==> src/i2cmac_pkg.sv <==
// Package for the two-wire master arbitration and collision block.
// Assumes a 32-bit APB slave port and a 100 MHz system clock.
package i2cmac_pkg;
    // Register byte offsets
    localparam logic [7:0] OFS_CTRL     = 8'h00;  // Enable, interrupt enables, sleep
    localparam logic [7:0] OFS_CON2     = 8'h04;  // control_register_two
    localparam logic [7:0] OFS_STATUS   = 8'h08;  // port_status_register
    localparam logic [7:0] OFS_FLAGS    = 8'h0C;  // Sticky flags, write one to clear
    localparam logic [7:0] OFS_RELOAD   = 8'h10;  // reload_value_register
    localparam logic [7:0] OFS_BUFFER   = 8'h14;  // tx_rx_buffer
    localparam logic [7:0] OFS_SLV_ADDR = 8'h18;  // Own slave address
    // Control register fields
    localparam int CTRL_EN   = 0;                 // Port enable
    localparam int CTRL_PIE  = 1;                 // Port interrupt enable
    localparam int CTRL_BIE  = 2;                 // Bus collision interrupt enable
    localparam int CTRL_SLP  = 3;                 // Sleep mode
    // Request bits of control_register_two
    localparam int CON2_SEN  = 0;                 // Start request
    localparam int CON2_RSEN = 1;                 // Repeated start request
    localparam int CON2_PEN  = 2;                 // Stop request
    localparam int CON2_ACKEN= 4;                 // Acknowledge request
    localparam int CON2_ACKDT= 5;                 // Acknowledge data level
    // Status fields
    localparam int STAT_BF   = 0;                 // buffer_full_flag
    localparam int STAT_S    = 3;                 // Start seen
    localparam int STAT_P    = 4;                 // Stop seen
    localparam int STAT_TX   = 2;                 // Master sequence active (any state but idle)
    // Flag fields
    localparam int FLG_PIF   = 0;                 // port_interrupt_flag
    localparam int FLG_BCL   = 1;                 // bus_collision_flag
    localparam int FLG_WRITE_COLLISION_FLAG  = 2;                 // write_collision_flag
    localparam int FLG_WAKE  = 3;                 // Wake request seen
    // Reset values
    localparam logic [7:0] RST_RELOAD   = 8'h4F;
    localparam logic [6:0] RST_SLV_ADDR = 7'h2A;
    // Sequencer states
    typedef enum {
        I2CMAC_IDLE, I2CMAC_ST_WAIT, I2CMAC_ST_HOLD, I2CMAC_RS_SDA, I2CMAC_RS_SCL,
        I2CMAC_RS_HIGH, I2CMAC_RS_HOLD, I2CMAC_SP_LOW, I2CMAC_SP_SCL, I2CMAC_SP_HIGH,
        I2CMAC_AK_LOW, I2CMAC_AK_HIGH, I2CMAC_TX_LOW, I2CMAC_TX_HIGH
    } i2cmac_state_t;
endpackage

==> src/i2cmac_top.sv <==
// Master arbitration and collision logic for a two-wire serial port, with APB registers.
// Assumes SDA and SCL pins are open drain, resolved outside; pins are asynchronous.
//
// The implementer's own choices: the register addresses and register access over APB.
`timescale 1ns/10ps
module i2cmac_top
    import i2cmac_pkg::*;
(
    input  wire logic        SYS_CLK,
    input  wire logic        RESET_N,
    input  wire logic        PSEL,
    input  wire logic        PENABLE,
    input  wire logic        PWRITE,
    input  wire logic [7:0]  PADDR,
    input  wire logic [31:0] PWDATA,
    output logic             PREADY,
    output logic [31:0]      PRDATA,
    output logic             PSLVERR,
    input  wire logic        SDA_IN,
    output logic             SDA_OUT,
    output logic             SDA_OE,
    input  wire logic        SCL_IN,
    output logic             SCL_OUT,
    output logic             SCL_OE,
    output logic             IRQ,
    output logic             WAKE
);
    import i2cmac_pkg::*;

    // Synchronisers for the two pins
    logic [1:0] sda_sync_reg;                       // SDA two-stage sampler
    logic [1:0] scl_sync_reg;                       // SCL two-stage sampler
    logic       sda_prev_reg;                       // Previous settled SDA
    logic       scl_prev_reg;                       // Previous settled SCL
    logic       sda;                                // Settled SDA level
    logic       scl;                                // Settled SCL level
    logic       start_det;                          // Start condition on the bus
    logic       stop_det;                           // Stop condition on the bus

    // Registers
    logic [3:0]  ctrl_reg;                          // Enable, enables, sleep
    logic [5:0]  con2_reg;                          // Request bits
    logic [3:0]  flags_reg;                         // Sticky flags
    logic [7:0]  reload_reg;                        // Baud reload value
    logic [7:0]  buf_reg;                           // tx_rx_buffer
    logic [6:0]  slv_addr_reg;                      // Own slave address
    logic        bf_reg;                            // buffer_full_flag
    logic        s_seen_reg;                        // Start seen
    logic        p_seen_reg;                        // Stop seen
    logic        bus_busy_reg;                      // Start seen, no stop yet

    // Sequencer
    i2cmac_state_t state_reg;                       // Master sequencer state
    logic [7:0]  brg_reg;                           // baud_counter
    logic [7:0]  shift_reg;                         // Transmit shifter
    logic [3:0]  bit_reg;                           // Bits left in byte
    logic        sda_drv_reg;                       // Pulling SDA low
    logic        scl_drv_reg;                       // Pulling SCL low
    logic        brg_zero;                          // Counter timed out

    // Slave receive path for wake from sleep
    logic [7:0]  rx_shift_reg;                      // Received bits
    logic [3:0]  rx_cnt_reg;                        // Bits received
    logic        rx_addr_phase_reg;                 // Next byte is address

    // Bus access decode
    logic        wr_acc;                            // APB write access
    logic        buf_wr;                            // Software writes buffer
    logic        busy;                              // Master sequence active
    logic        collide;                           // Collision this cycle
    logic        cond_done;                         // Sequence completed

    assign sda       = sda_sync_reg[1];
    assign scl       = scl_sync_reg[1];
    assign start_det = scl && scl_prev_reg && sda_prev_reg && !sda;
    assign stop_det  = scl && scl_prev_reg && !sda_prev_reg && sda;
    assign wr_acc    = PSEL && PENABLE && PWRITE;
    assign buf_wr    = wr_acc && (PADDR == OFS_BUFFER);
    assign busy      = (state_reg != I2CMAC_IDLE);
    assign brg_zero  = (brg_reg == 8'h00);

    // Pin sampling; the first stage feeds only the second
    always_ff @(posedge SYS_CLK or negedge RESET_N) begin
        if (!RESET_N) begin
            sda_sync_reg <= 2'h3;
            scl_sync_reg <= 2'h3;
            sda_prev_reg <= 1'b1;
            scl_prev_reg <= 1'b1;
        end else begin
            sda_sync_reg <= {sda_sync_reg[0], SDA_IN};
            scl_sync_reg <= {scl_sync_reg[0], SCL_IN};
            sda_prev_reg <= sda;
            scl_prev_reg <= scl;
        end
    end

    // Collision detection per state
    always_comb begin
        collide   = 1'b0;
        cond_done = 1'b0;
        case (state_reg)
            I2CMAC_ST_WAIT:  collide = sda && !scl;
            I2CMAC_RS_SCL:   collide = scl && !sda;
            I2CMAC_RS_HIGH:  collide = !scl && sda;
            I2CMAC_SP_SCL:   collide = !scl_prev_reg && 1'b0;
            I2CMAC_SP_HIGH:  collide = !scl || (brg_zero && !sda);
            I2CMAC_AK_HIGH:  collide = scl && !sda_drv_reg && !sda;
            I2CMAC_TX_HIGH:  collide = scl && !sda_drv_reg && !sda;
            default:         collide = 1'b0;
        endcase
        case (state_reg)
            I2CMAC_ST_HOLD, I2CMAC_RS_HOLD: cond_done = brg_zero;
            I2CMAC_AK_HIGH, I2CMAC_SP_HIGH: cond_done = brg_zero && !collide;
            I2CMAC_TX_HIGH:                 cond_done = brg_zero && !collide && bit_reg == 4'h0;
            default:                        cond_done = 1'b0;
        endcase
    end

    // Master sequencer with baud counter and line drivers
    always_ff @(posedge SYS_CLK or negedge RESET_N) begin
        if (!RESET_N) begin
            state_reg   <= I2CMAC_IDLE;
            brg_reg     <= 8'h00;
            shift_reg   <= 8'h00;
            bit_reg     <= 4'h0;
            sda_drv_reg <= 1'b0;
            scl_drv_reg <= 1'b0;
        end else if (!ctrl_reg[CTRL_EN] || collide) begin
            state_reg   <= I2CMAC_IDLE;
            brg_reg     <= 8'h00;
            sda_drv_reg <= 1'b0;
            scl_drv_reg <= 1'b0;
        end else begin
            if (!brg_zero) begin
                brg_reg <= brg_reg - 8'h01;
            end
            case (state_reg)
                I2CMAC_IDLE: begin
                    if (con2_reg[CON2_SEN] && sda && scl) begin
                        state_reg <= I2CMAC_ST_WAIT;
                        brg_reg   <= reload_reg;
                    end else if (con2_reg[CON2_RSEN]) begin
                        sda_drv_reg <= 1'b0;
                        state_reg   <= I2CMAC_RS_SDA;
                        brg_reg     <= reload_reg;
                    end else if (con2_reg[CON2_PEN]) begin
                        sda_drv_reg <= 1'b1;
                        state_reg   <= I2CMAC_SP_LOW;
                        brg_reg     <= reload_reg;
                    end else if (con2_reg[CON2_ACKEN]) begin
                        scl_drv_reg <= 1'b1;
                        sda_drv_reg <= !con2_reg[CON2_ACKDT];
                        state_reg   <= I2CMAC_AK_LOW;
                        brg_reg     <= reload_reg;
                    end else if (buf_wr) begin
                        shift_reg   <= PWDATA[7:0];
                        bit_reg     <= 4'h8;
                        scl_drv_reg <= 1'b1;
                        state_reg   <= I2CMAC_TX_LOW;
                        brg_reg     <= reload_reg;
                    end
                end
                I2CMAC_ST_WAIT: begin
                    if (!sda || brg_zero) begin
                        sda_drv_reg <= 1'b1;
                        brg_reg     <= reload_reg;
                        state_reg   <= I2CMAC_ST_HOLD;
                    end
                end
                I2CMAC_ST_HOLD: begin
                    if (brg_zero) begin
                        scl_drv_reg <= 1'b1;
                        state_reg   <= I2CMAC_IDLE;
                    end
                end
                I2CMAC_RS_SDA: begin
                    if (sda && brg_zero) begin
                        scl_drv_reg <= 1'b0;
                        state_reg   <= I2CMAC_RS_SCL;
                    end
                end
                I2CMAC_RS_SCL: begin
                    if (scl) begin
                        brg_reg   <= reload_reg;
                        state_reg <= I2CMAC_RS_HIGH;
                    end
                end
                I2CMAC_RS_HIGH: begin
                    if (!sda || brg_zero) begin
                        sda_drv_reg <= 1'b1;
                        brg_reg     <= reload_reg;
                        state_reg   <= I2CMAC_RS_HOLD;
                    end
                end
                I2CMAC_RS_HOLD: begin
                    if (brg_zero) begin
                        scl_drv_reg <= 1'b1;
                        state_reg   <= I2CMAC_IDLE;
                    end
                end
                I2CMAC_SP_LOW: begin
                    if (!sda && brg_zero) begin
                        scl_drv_reg <= 1'b0;
                        state_reg   <= I2CMAC_SP_SCL;
                    end
                end
                I2CMAC_SP_SCL: begin
                    if (scl) begin
                        brg_reg     <= reload_reg;
                        sda_drv_reg <= 1'b0;
                        state_reg   <= I2CMAC_SP_HIGH;
                    end
                end
                I2CMAC_SP_HIGH: begin
                    if (brg_zero) begin
                        state_reg <= I2CMAC_IDLE;
                    end
                end
                I2CMAC_AK_LOW, I2CMAC_TX_LOW: begin
                    if (brg_zero) begin
                        scl_drv_reg <= 1'b0;
                        brg_reg     <= reload_reg;
                        if (state_reg == I2CMAC_TX_LOW) begin
                            sda_drv_reg <= (bit_reg == 4'h0) ? 1'b0 : !shift_reg[7];
                            state_reg   <= I2CMAC_TX_HIGH;
                        end else begin
                            state_reg   <= I2CMAC_AK_HIGH;
                        end
                    end
                end
                I2CMAC_AK_HIGH: begin
                    if (brg_zero && scl) begin
                        scl_drv_reg <= 1'b1;
                        state_reg   <= I2CMAC_IDLE;
                    end
                end
                I2CMAC_TX_HIGH: begin
                    if (brg_zero && scl) begin
                        scl_drv_reg <= 1'b1;
                        brg_reg     <= reload_reg;
                        if (bit_reg == 4'h0) begin
                            state_reg <= I2CMAC_IDLE;
                        end else begin
                            shift_reg <= {shift_reg[6:0], 1'b0};
                            bit_reg   <= bit_reg - 4'h1;
                            state_reg <= I2CMAC_TX_LOW;
                        end
                    end
                end
                default: state_reg <= I2CMAC_IDLE;
            endcase
        end
    end

    // Control, reload, slave address and control_register_two
    always_ff @(posedge SYS_CLK or negedge RESET_N) begin
        if (!RESET_N) begin
            ctrl_reg     <= 4'h0;
            con2_reg     <= 6'h00;
            reload_reg   <= RST_RELOAD;
            slv_addr_reg <= RST_SLV_ADDR;
        end else begin
            if (wr_acc && PADDR == OFS_CTRL) begin
                ctrl_reg <= PWDATA[3:0];
            end
            if (wr_acc && PADDR == OFS_RELOAD) begin
                reload_reg <= PWDATA[7:0];
            end
            if (wr_acc && PADDR == OFS_SLV_ADDR) begin
                slv_addr_reg <= PWDATA[6:0];
            end
            if (!ctrl_reg[CTRL_EN] || collide) begin
                con2_reg[4:0] <= 5'h00;
            end else if (wr_acc && PADDR == OFS_CON2 && !busy) begin
                con2_reg <= PWDATA[5:0];
            end else if (cond_done) begin
                con2_reg[4:0] <= 5'h00;
            end else if (state_reg == I2CMAC_IDLE && con2_reg[CON2_SEN] && !(sda && scl)) begin
                con2_reg[CON2_SEN] <= 1'b0;
            end
        end
    end

    // Buffer and buffer_full_flag
    always_ff @(posedge SYS_CLK or negedge RESET_N) begin
        if (!RESET_N) begin
            buf_reg <= 8'h00;
            bf_reg  <= 1'b0;
        end else if (collide && state_reg == I2CMAC_TX_HIGH) begin
            bf_reg <= 1'b0;
        end else if (buf_wr && !busy) begin
            buf_reg <= PWDATA[7:0];
            bf_reg  <= 1'b1;
        end else if (cond_done && state_reg == I2CMAC_TX_HIGH) begin
            bf_reg <= 1'b0;
        end
    end

    // Bus start and stop watcher
    always_ff @(posedge SYS_CLK or negedge RESET_N) begin
        if (!RESET_N) begin
            s_seen_reg   <= 1'b0;
            p_seen_reg   <= 1'b0;
            bus_busy_reg <= 1'b0;
        end else if (!ctrl_reg[CTRL_EN]) begin
            s_seen_reg   <= 1'b0;
            p_seen_reg   <= 1'b0;
            bus_busy_reg <= 1'b0;
        end else if (start_det) begin
            s_seen_reg   <= 1'b1;
            p_seen_reg   <= 1'b0;
            bus_busy_reg <= 1'b1;
        end else if (stop_det) begin
            s_seen_reg   <= 1'b0;
            p_seen_reg   <= 1'b1;
            bus_busy_reg <= 1'b0;
        end
    end

    // Slave receive path, runs in sleep too
    always_ff @(posedge SYS_CLK or negedge RESET_N) begin
        if (!RESET_N) begin
            rx_shift_reg      <= 8'h00;
            rx_cnt_reg        <= 4'h0;
            rx_addr_phase_reg <= 1'b0;
        end else if (start_det) begin
            rx_cnt_reg        <= 4'h0;
            rx_addr_phase_reg <= 1'b1;
        end else if (scl && !scl_prev_reg) begin
            if (rx_cnt_reg == 4'h8) begin
                rx_cnt_reg        <= 4'h0;                                // Ack clock
                rx_addr_phase_reg <= 1'b0;
            end else begin
                rx_shift_reg <= {rx_shift_reg[6:0], sda};
                rx_cnt_reg   <= rx_cnt_reg + 4'h1;
            end
        end
    end

    // Sticky flags; hardware set wins over a software clear
    always_ff @(posedge SYS_CLK or negedge RESET_N) begin
        if (!RESET_N) begin
            flags_reg <= 4'h0;
        end else begin
            if (wr_acc && PADDR == OFS_FLAGS) begin
                flags_reg <= flags_reg & ~PWDATA[3:0];
            end
            if (stop_det && bus_busy_reg && ctrl_reg[CTRL_EN]) begin
                flags_reg[FLG_PIF] <= 1'b1;
            end
            if (cond_done) begin
                flags_reg[FLG_PIF] <= 1'b1;
            end
            if (collide || (state_reg == I2CMAC_IDLE && con2_reg[CON2_SEN]
                            && !(sda && scl) && ctrl_reg[CTRL_EN])) begin
                flags_reg[FLG_BCL] <= 1'b1;
            end
            if (buf_wr && busy) begin
                flags_reg[FLG_WRITE_COLLISION_FLAG] <= 1'b1;
            end
            if (ctrl_reg[CTRL_EN] && ctrl_reg[CTRL_SLP] && rx_cnt_reg == 4'h7
                && scl && !scl_prev_reg
                && (!rx_addr_phase_reg || rx_shift_reg[6:0] == slv_addr_reg)) begin
                flags_reg[FLG_WAKE] <= 1'b1;
            end
        end
    end

    // APB slave: zero wait, unmapped reads zero with error
    always_ff @(posedge SYS_CLK or negedge RESET_N) begin
        if (!RESET_N) begin
            PREADY  <= 1'b0;
            PRDATA  <= 32'h0000_0000;
            PSLVERR <= 1'b0;
        end else begin
            PREADY  <= PSEL && !PENABLE;
            PSLVERR <= 1'b0;
            PRDATA  <= 32'h0000_0000;
            if (PSEL && !PENABLE) begin
                case (PADDR)
                    OFS_CTRL:     PRDATA <= {28'h0, ctrl_reg};
                    OFS_CON2:     PRDATA <= {26'h0, con2_reg};
                    OFS_STATUS:   PRDATA <= {27'h0, p_seen_reg, s_seen_reg, busy, 1'b0, bf_reg};
                    OFS_FLAGS:    PRDATA <= {28'h0, flags_reg};
                    OFS_RELOAD:   PRDATA <= {24'h0, reload_reg};
                    OFS_BUFFER:   PRDATA <= {24'h0, buf_reg};
                    OFS_SLV_ADDR: PRDATA <= {25'h0, slv_addr_reg};
                    default:      PSLVERR <= 1'b1;
                endcase
            end
        end
    end

    // Pin drivers and interrupt outputs
    always_ff @(posedge SYS_CLK or negedge RESET_N) begin
        if (!RESET_N) begin
            SDA_OUT <= 1'b0;
            SDA_OE  <= 1'b0;
            SCL_OUT <= 1'b0;
            SCL_OE  <= 1'b0;
            IRQ     <= 1'b0;
            WAKE    <= 1'b0;
        end else begin
            SDA_OUT <= 1'b0;
            SDA_OE  <= sda_drv_reg;
            SCL_OUT <= 1'b0;
            SCL_OE  <= scl_drv_reg;
            IRQ     <= (flags_reg[FLG_PIF] && ctrl_reg[CTRL_PIE])
                    || (flags_reg[FLG_BCL] && ctrl_reg[CTRL_BIE]);
            WAKE    <= flags_reg[FLG_WAKE] && ctrl_reg[CTRL_PIE];
        end
    end
endmodule

==> config.mk <==
export PLATFORM = sky130hd
export DESIGN_NAME = i2cmac_top
export DESIGN_NICKNAME = d
export VERILOG_FILES = /design/src/i2cmac_pkg.sv /design/src/i2cmac_top.sv
export SDC_FILE = /design/constraint.sdc
export NUM_CORES = 1
export LEC_CHECK = 0
export BUFFER_PORTS_ARGS = -buffer_cell sky130_fd_sc_hd__clkbuf_2
export CELL_PAD_IN_SITES_DETAIL_PLACEMENT = 0
export CELL_PAD_IN_SITES_GLOBAL_PLACEMENT = 2
export CORE_ASPECT_RATIO = 0.6
export CORE_UTILIZATION = 35
export CTS_CLUSTER_SIZE = 8
export DETAILED_ROUTE_END_ITERATION = 10
export PLACE_DENSITY_LB_ADDON = 0.1
export SLEW_MARGIN = 20
export SYNTH_ARGS = -nofsm -noshare
export SYNTH_HDL_FRONTEND = slang
export SYNTH_SLANG_ARGS = --single-unit
==> constraint.sdc <==
create_clock -name SYS_CLK -period 2.7 [get_ports SYS_CLK]
set_input_delay 0.54 -clock SYS_CLK [delete_from_list [all_inputs] [get_ports SYS_CLK]]
set_output_delay 0.54 -clock SYS_CLK [all_outputs]
set_load 0.02 [all_outputs]
# Yosys cells after proc, flatten, opt, wreduce, memory -nomap -nowiden
# Index checks and enable logic that the tools add are counted.
[op_classes]
add_sub_neg = 3
eq_ne = 52
n_mux = 102
n_bitwise = 6
reduce_logical = 98
[ops]
columns = ["cell", "count"]
rows = [
  ["2-to-1 mux 32 bit", 17],
  ["case mux 32 bit (11 select lines)", 1],
  ["== test 32 x 4 -> 1 bit (second input constant)", 6],
  ["2-to-1 mux 8 bit", 18],
  ["== test 32 x 3 -> 1 bit (second input constant)", 4],
  ["== test 32 x 2 -> 1 bit (second input constant)", 2],
  ["== test 32 x 5 -> 1 bit (second input constant)", 2],
  ["zero test 32 bit", 2],
  ["case mux 8 bit (7 select lines)", 1],
  ["2-to-1 mux 4 bit", 13],
  ["logical AND 1 bit", 45],
  ["2-to-1 mux 1 bit", 42],
  ["!= test 3 bit (second input constant)", 14],
  ["case mux 8 bit (5 select lines)", 1],
  ["== test 32 x 1 -> 1 bit (second input constant)", 1],
  ["nonzero test 32 bit", 1],
  ["== test 8 x 5 -> 1 bit (second input constant)", 3],
  ["== test 8 x 4 -> 1 bit (second input constant)", 2],
  ["zero test 8 bit", 2],
  ["case mux 8 bit (2 select lines)", 1],
  ["!= test 2 bit (second input constant)", 7],
  ["zero test 1 bit", 13],
  ["!= test 3 x 1 -> 1 bit (second input constant)", 4],
  ["nonzero test 2 bit", 6],
  ["other kinds (34)", 53],
]
[totals]
regBits = 150
inputBits = 47
output_inout_bits = 40
word_cells = 295

# Depth between registers and ports, before layout
[depth]
word_depth = 12
ltp_mapped = 9
depth_no_buf = 8

# Least setup slack after synthesis
# No wires, ideal clock.
[synth_timing]
kind = "input -> register"
startpoint = "input port PADDR[5]"
endpoint = "register con2_reg[5]"
setup_time_ns = 0.127
arrival_time_ns = 2.112
required_time_ns = 2.573
setup_slack_ns = 0.460
path_stages = 6
n_path_buf = 1
path_cell_list = "nor4_1 and2_0 and3_1 and3_1 buf_2 mux2_1"
[synth_between]
elab_chain_len = 4
[synth_lines]
columns = ["element", "line", "source"]
rows = [
  ["from (decl)", "i2cmac_top.sv:14", "input wire logic [7:0] PADDR,"],
  ["== test 8 x 3 -> 1 bit", "i2cmac_top.sv:274", "end else if (wr_acc && PADDR == OFS_CON2 && !busy) begin"],
  ["logical AND 1 bit (2 in series)", "i2cmac_top.sv:274", ""],
  ["AND reduction 2 bit (no source line)", "-", ""],
  ["to (signal assigned)", "i2cmac_top.sv:275", "con2_reg <= PWDATA[5:0];"],
  ["to (decl)", "i2cmac_top.sv:42", "logic [5:0] con2_reg;"],
]
# No other way between the ends.
# A chain may end at the register's enable or synchronous reset.

# Worst setup path in the final report
[layout_timing]
startpoint = "register brg_reg[0]"
endpoint = "register con2_reg[0]"
[layout_between]
elab_chain_len = 11
elab_cells_between_ends = 13
cone_classes = "mux: 5; reduce/logical: 8"
[layout_lines]
columns = ["element", "line", "source"]
rows = [
  ["from (decl)", "i2cmac_top.sv:54", "logic [7:0] brg_reg;"],
  ["from (signal assigned)", "i2cmac_top.sv:135", "brg_reg <= brg_reg - 8'h01;"],
  ["from (signal assigned)", "i2cmac_top.sv:141", "brg_reg <= reload_reg;"],
  ["from (signal assigned)", "i2cmac_top.sv:145", "brg_reg <= reload_reg;"],
  ["zero test 8 bit (*)", "i2cmac_top.sv:80", "assign brg_zero = (brg_reg == 8'h00);"],
  ["logical AND 1 bit", "i2cmac_top.sv:106", "I2CMAC_SP_HIGH: collide = !scl || (brg_zero && !sda);"],
  ["logical OR 1 bit", "i2cmac_top.sv:106", ""],
  ["case mux 1 bit (4 select lines)", "i2cmac_top.sv:101", "case (state_reg)"],
  ["zero test 1 bit", "i2cmac_top.sv:113, i2cmac_top.sv:114", ""],
  ["logical AND 1 bit", "i2cmac_top.sv:113, i2cmac_top.sv:114", ""],
  ["logical AND 1 bit", "i2cmac_top.sv:114", "I2CMAC_TX_HIGH: cond_done = brg_zero && !collide && bit_reg == 4'h0;"],
  ["case mux 1 bit (3 select lines)", "i2cmac_top.sv:111", "case (state_reg)"],
  ["2-to-1 mux 1 bit", "i2cmac_top.sv:276", "end else if (cond_done) begin"],
  ["2-to-1 mux 5 bit", "i2cmac_top.sv:274", ""],
  ["2-to-1 mux 5 bit", "i2cmac_top.sv:272", "if (!ctrl_reg[CTRL_EN] || collide) begin"],
]
# Mark *: on every way between the ends. The rest lies on a longest branch, timed or not.

==> results_tabular.tex <==
\begin{tabular}{lr}
\hline
Metric & Value \\
\hline
\multicolumn{2}{l}{\textbf{Critical path}} \\
\quad Terminus of the critical flop-to-flop path & con2\_reg[0] \\
\quad Worst Path Class, Setup & reg -> reg \\
\quad Origin of the critical flop-to-flop path & brg\_reg[0] \\
\quad Startpoint Class & register \\
\quad Max Fanout on Critical Path & 6 \\
\quad Required time of the critical path & 2.99 ns \\
\quad Register-to-Register Setup Slack & 0.16 ns \\
\quad WP data arrival & 2.83 ns \\
\quad Element type at the critical path end & register \\
\quad Worst Reg-to-Reg Cells & 10 \\
\multicolumn{2}{l}{\textbf{Floorplanning}} \\
\quad I/O pin cnt & 87 \\
\quad Core Region & 0.01472 sq mm \\
\quad Starting density of the core & 36.35\% \\
\quad Die boundary width & 161.6 um \\
\quad Number of cell rows & 34 \\
\quad Die area & 0.01580 sq mm \\
\quad Die outline height & 97.77 um \\
\multicolumn{2}{l}{\textbf{Clock tree}} \\
\quad Clock buffers created by TritonCTS & 9 \\
\quad Post-CTS clock slew at the launch and capture registers of the worst setup and hold paths & 0.07 ns \\
\quad Skew-Pair Late Insertion Delay & 0.35 ns \\
\quad Bufs on Longest Clock Path & 2 \\
\quad TritonCTS clock tree & done \\
\quad Clk root buf & sky130\_fd\_sc\_hd\_\_clkbuf\_16 \\
\quad Number of clock sinks & 98 \\
\quad Number of H-tree levels & 3 \\
\multicolumn{2}{l}{\textbf{Synth}} \\
\quad Dominant register cell in the synthesized netlist & sky130\_fd\_sc\_hd\_\_dfrtp\_1 \\
\quad Dominant cell by count in the synthesized netlist & sky130\_fd\_sc\_hd\_\_dfrtp\_1 \\
\quad Warnings, synthesis & 0 \\
\quad Number of synthesized register bits & 98 \\
\quad Area share of the largest cell type after synthesis & 39.29\% \\
\quad Largest cells by area after synthesis & sky130\_fd\_sc\_hd\_\_dfrtp\_1 (39\%), sky130\_fd\_sc\_hd\_\_mux2\_2 (7.2\%), sky130\_fd\_sc\_hd\_\_dfstp\_2 (6.9\%) \\
\quad Commonest cells in the netlist & sky130\_fd\_sc\_hd\_\_dfrtp\_1 (84), sky130\_fd\_sc\_hd\_\_nand2\_1 (57), sky130\_fd\_sc\_hd\_\_nor2\_1 (40) \\
\quad Total standard cell area after synthesis & 0.005350 sq mm \\
\quad Part of the Yosys area used for sequential elements & 46.16\% \\
\quad Post-synthesis cell type count & 71 \\
\quad Synth area leader & sky130\_fd\_sc\_hd\_\_dfrtp\_1 \\
\quad Synthesized instance count & 538 \\
\quad Share of synthesized registers carrying an async set or reset & 100.0\% \\
\quad EDFF count, synth & 0 \\
\quad Post-synthesis area per instance & 9.944 sq um \\
\multicolumn{2}{l}{\textbf{Timing}} \\
\quad Final hold violation count & 0 \\
\quad Slew headroom & 49.32\% \\
\quad Worst-margin pin slew & 0.7557 ns \\
\quad Final-layout setup total negative slack & 0 ns \\
\quad Setup-violating endpoint count in the final report & 0 \\
\quad Post-Route Skew & 0.009302 ns \\
\quad Setup repair after global routing missed its margin & no \\
\quad Final count of pins violating max slew & 0 \\
\quad Final worst path period share & 94.07\% \\
\quad Clock period minus worst slack & 2.540 ns \\
\quad Achievable Freq & 0.3937 GHz \\
\multicolumn{2}{l}{\textbf{Status}} \\
\quad Status & completed \\
\multicolumn{2}{l}{\textbf{Global routing}} \\
\quad Via count of the first global-routing pass & 4131 \\
\quad Total gr overflow & 0 \\
\quad Global-route usage over all layers & 20.78\% \\
\quad Initial antenna violation count & 0 \\
\quad Maximum number of pins on one net before global-route repair & 38 \\
\quad Global-route wire length before repair & 24.54 mm \\
\multicolumn{2}{l}{\textbf{Placed design}} \\
\quad Placed wire-length estimate after detailed placement & 12.24 mm \\
\quad IO Port Bufs & 36 \\
\quad Weighted congestion at the end of routability-driven global placement & 0.8364 \\
\quad Instance area at placement & 0.005849 sq mm \\
\quad Cell count after placement & 783 \\
\multicolumn{2}{l}{\textbf{Finish}} \\
\quad Total non-filler cell area in the finished layout & 0.006205 sq mm \\
\quad Count of placed standard cells in the final layout, fillers left out & 799 \\
\quad Diode count & 0 \\
\quad P\&R area growth vs syn & 15.97\% \\
\quad Layout cells sized above 1 & 23.96\% \\
\quad Final nets & 648 \\
\multicolumn{2}{l}{\textbf{Power and ir drop}} \\
\quad Power per unit of standard cell area & 552.7 mW/mm\^{}2 \\
\quad Cell leakage power & 2.827 nW \\
\quad Total design power & 3.430 mW \\
\quad Peak supply drop & 242.5 uV \\
\multicolumn{2}{l}{\textbf{Route}} \\
\quad Routed met3 length & 1.039 mm \\
\quad Routed metal-1 wirelength & 8.709 mm \\
\quad Number of remaining DRC errors & 0 \\
\quad Drt first-iter violations & 327 \\
\quad Via-to-Cell Ratio & 5.484 \\
\quad Antenna-violating nets left & 0 \\
\quad Total met2 wirelength after detailed routing & 5.910 mm \\
\quad Wire length reported by the detailed router & 15.76 mm \\
\quad Detail-routed net length per standard cell & 19.72 um \\
\quad Via count & 4382 \\
\quad Drt pass-1 iters & 5 \\
\quad Highest routed metal layer & met4 \\
\multicolumn{2}{l}{\textbf{Flow run}} \\
\quad Max capacitance violation total & 0 \\
\multicolumn{2}{l}{\textbf{Worst hold path}} \\
\quad Class of the tightest hold or removal check & in -> async \\
\hline
\end{tabular}
## per-layer routing
| layer | track usage (%) | vias to the layer above |
|---|---|---|
| li1 | - | 2022 |
| met1 | 35.25 | 2214 |
| met2 | 26.06 | 137 |
| met3 | 3.866 | 9 |
| met4 | 4.209 | 0 |
| met5 | 0 | - |
## cells by family after synthesis
| family | after synthesis | share of synthesized area, % |
|---|---|---|
| fa+ha+maj | 5 | 1.169 |
| flops | 98 | 46.16 |
| compound gates | 131 | 16.91 |
| simple gates | 186 | 18.59 |
| other cells | 1 | 0.07009 |
| xor+xnor | 15 | 2.456 |
| mux | 39 | 8.115 |
| buf+inv | 63 | 6.525 |
## per-stage QoR
| stage | worst slack (ns) | util (%) | hold slack, ns |
|---|---|---|---|
| floorplan | 0.4603 | - | 0.2444 |
| global placement | 0.1251 | 39.74 | 0.3474 |
| detailed placement | 0.06095 | 39.74 | 0.3491 |
| CTS | 0.1176 | 42.11 | 0.1892 |
| global route | 0.01513 | 42.15 | 0.2042 |
| finish | 0.1601 | 42.15 | 0.1746 |
## where the power goes
part / internal (mW) / switching, mW / leakage [nW]
clock: 0.918 / 0.599 / 0.172
sequential: 1.55 / 0.0740 / 1.25
combinational: 0.118 / 0.172 / 1.41
total: 2.58 / 0.846 / 2.83
## critical path, cell delays in order (launching register included)
cell                       delay [ns]
sky130_fd_sc_hd__dfrtp_1         0.39
sky130_fd_sc_hd__inv_1           0.10
sky130_fd_sc_hd__ha_1            0.23
sky130_fd_sc_hd__buf_4           0.16
sky130_fd_sc_hd__nor4b_1         0.14
sky130_fd_sc_hd__nand2_1         0.13
sky130_fd_sc_hd__buf_4           0.18
sky130_fd_sc_hd__o21a_1          0.15
sky130_fd_sc_hd__nand2_1         0.10
sky130_fd_sc_hd__a211oi_1        0.63
sky130_fd_sc_hd__a32o_1          0.26
## worst max path at each step
stage	end	depth (start not counted)	startpoint
after floorplan	con2_reg[5]	6	PADDR[5]
after global placement	shift_reg[5]	8	PADDR[5]
after detailed placement	shift_reg[4]	8	PADDR[5]
after CTS	shift_reg[4]	9	brg_reg[0]
after global routing	shift_reg[5]	9	brg_reg[0]
final	con2_reg[0]	10	brg_reg[0]
## placed cells by master, fill, tap and decap left out, types with 4 or more instances in the layout
master	synthesis	routed
sky130_fd_sc_hd__buf_4	27	34
sky130_fd_sc_hd__a22oi_1	12	12
sky130_fd_sc_hd__a22o_1	7	7
sky130_fd_sc_hd__mux2i_1	4	4
sky130_fd_sc_hd__and2_1	7	7
sky130_fd_sc_hd__clkbuf_16	0	9
sky130_fd_sc_hd__a21boi_0	5	5
sky130_fd_sc_hd__clkbuf_2	0	35
sky130_fd_sc_hd__inv_1	15	15
sky130_fd_sc_hd__a21oi_1	23	23
sky130_fd_sc_hd__a222oi_1	5	5
sky130_fd_sc_hd__xor2_1	7	7
sky130_fd_sc_hd__nor2_1	40	40
sky130_fd_sc_hd__nand3_1	14	14
sky130_fd_sc_hd__a211oi_1	6	6
sky130_fd_sc_hd__o211ai_1	5	5
sky130_fd_sc_hd__nor3b_1	4	4
sky130_fd_sc_hd__nand2b_1	8	8
sky130_fd_sc_hd__nor3_1	8	8
sky130_fd_sc_hd__dfrtp_1	84	84
sky130_fd_sc_hd__mux2_2	34	34
sky130_fd_sc_hd__nor2b_1	7	7
sky130_fd_sc_hd__o21ai_1	4	4
sky130_fd_sc_hd__nand4_1	4	4
sky130_fd_sc_hd__o21ai_0	21	21
sky130_fd_sc_hd__xnor2_1	8	8
sky130_fd_sc_hd__a31oi_1	13	13
sky130_fd_sc_hd__ha_1	5	5
sky130_fd_sc_hd__nor4b_1	4	4
sky130_fd_sc_hd__conb_1	1	26
sky130_fd_sc_hd__or3_1	5	5
sky130_fd_sc_hd__nor4_1	4	4
sky130_fd_sc_hd__and3_1	7	7
sky130_fd_sc_hd__dfstp_2	14	14
sky130_fd_sc_hd__nand2_1	57	57
## final cells by class
type | count | area (sq um)
Clock inverter | 7 | 123.9
Inverter | 15 | 56.30
Sequential cell | 98 | 2470
Multi-Input combinational cell | 402 | 2631
Tap cell | 198 | 247.7
Timing Repair Buffer | 70 | 450.4
Fill cell | 1474 | 8514
Clock buffer | 9 | 225.2
## what timing repair did
item / 4_1_cts / 5_1_grt
hold endpoints to repair: 0 / 0
buffers inserted: 0 / 0
hold buffers: 0 / 0
endpoints found under the setup margin: 0 / 7
gates resized for setup: 0 / 1
Note: power is estimated with default switching activity, not from simulation.
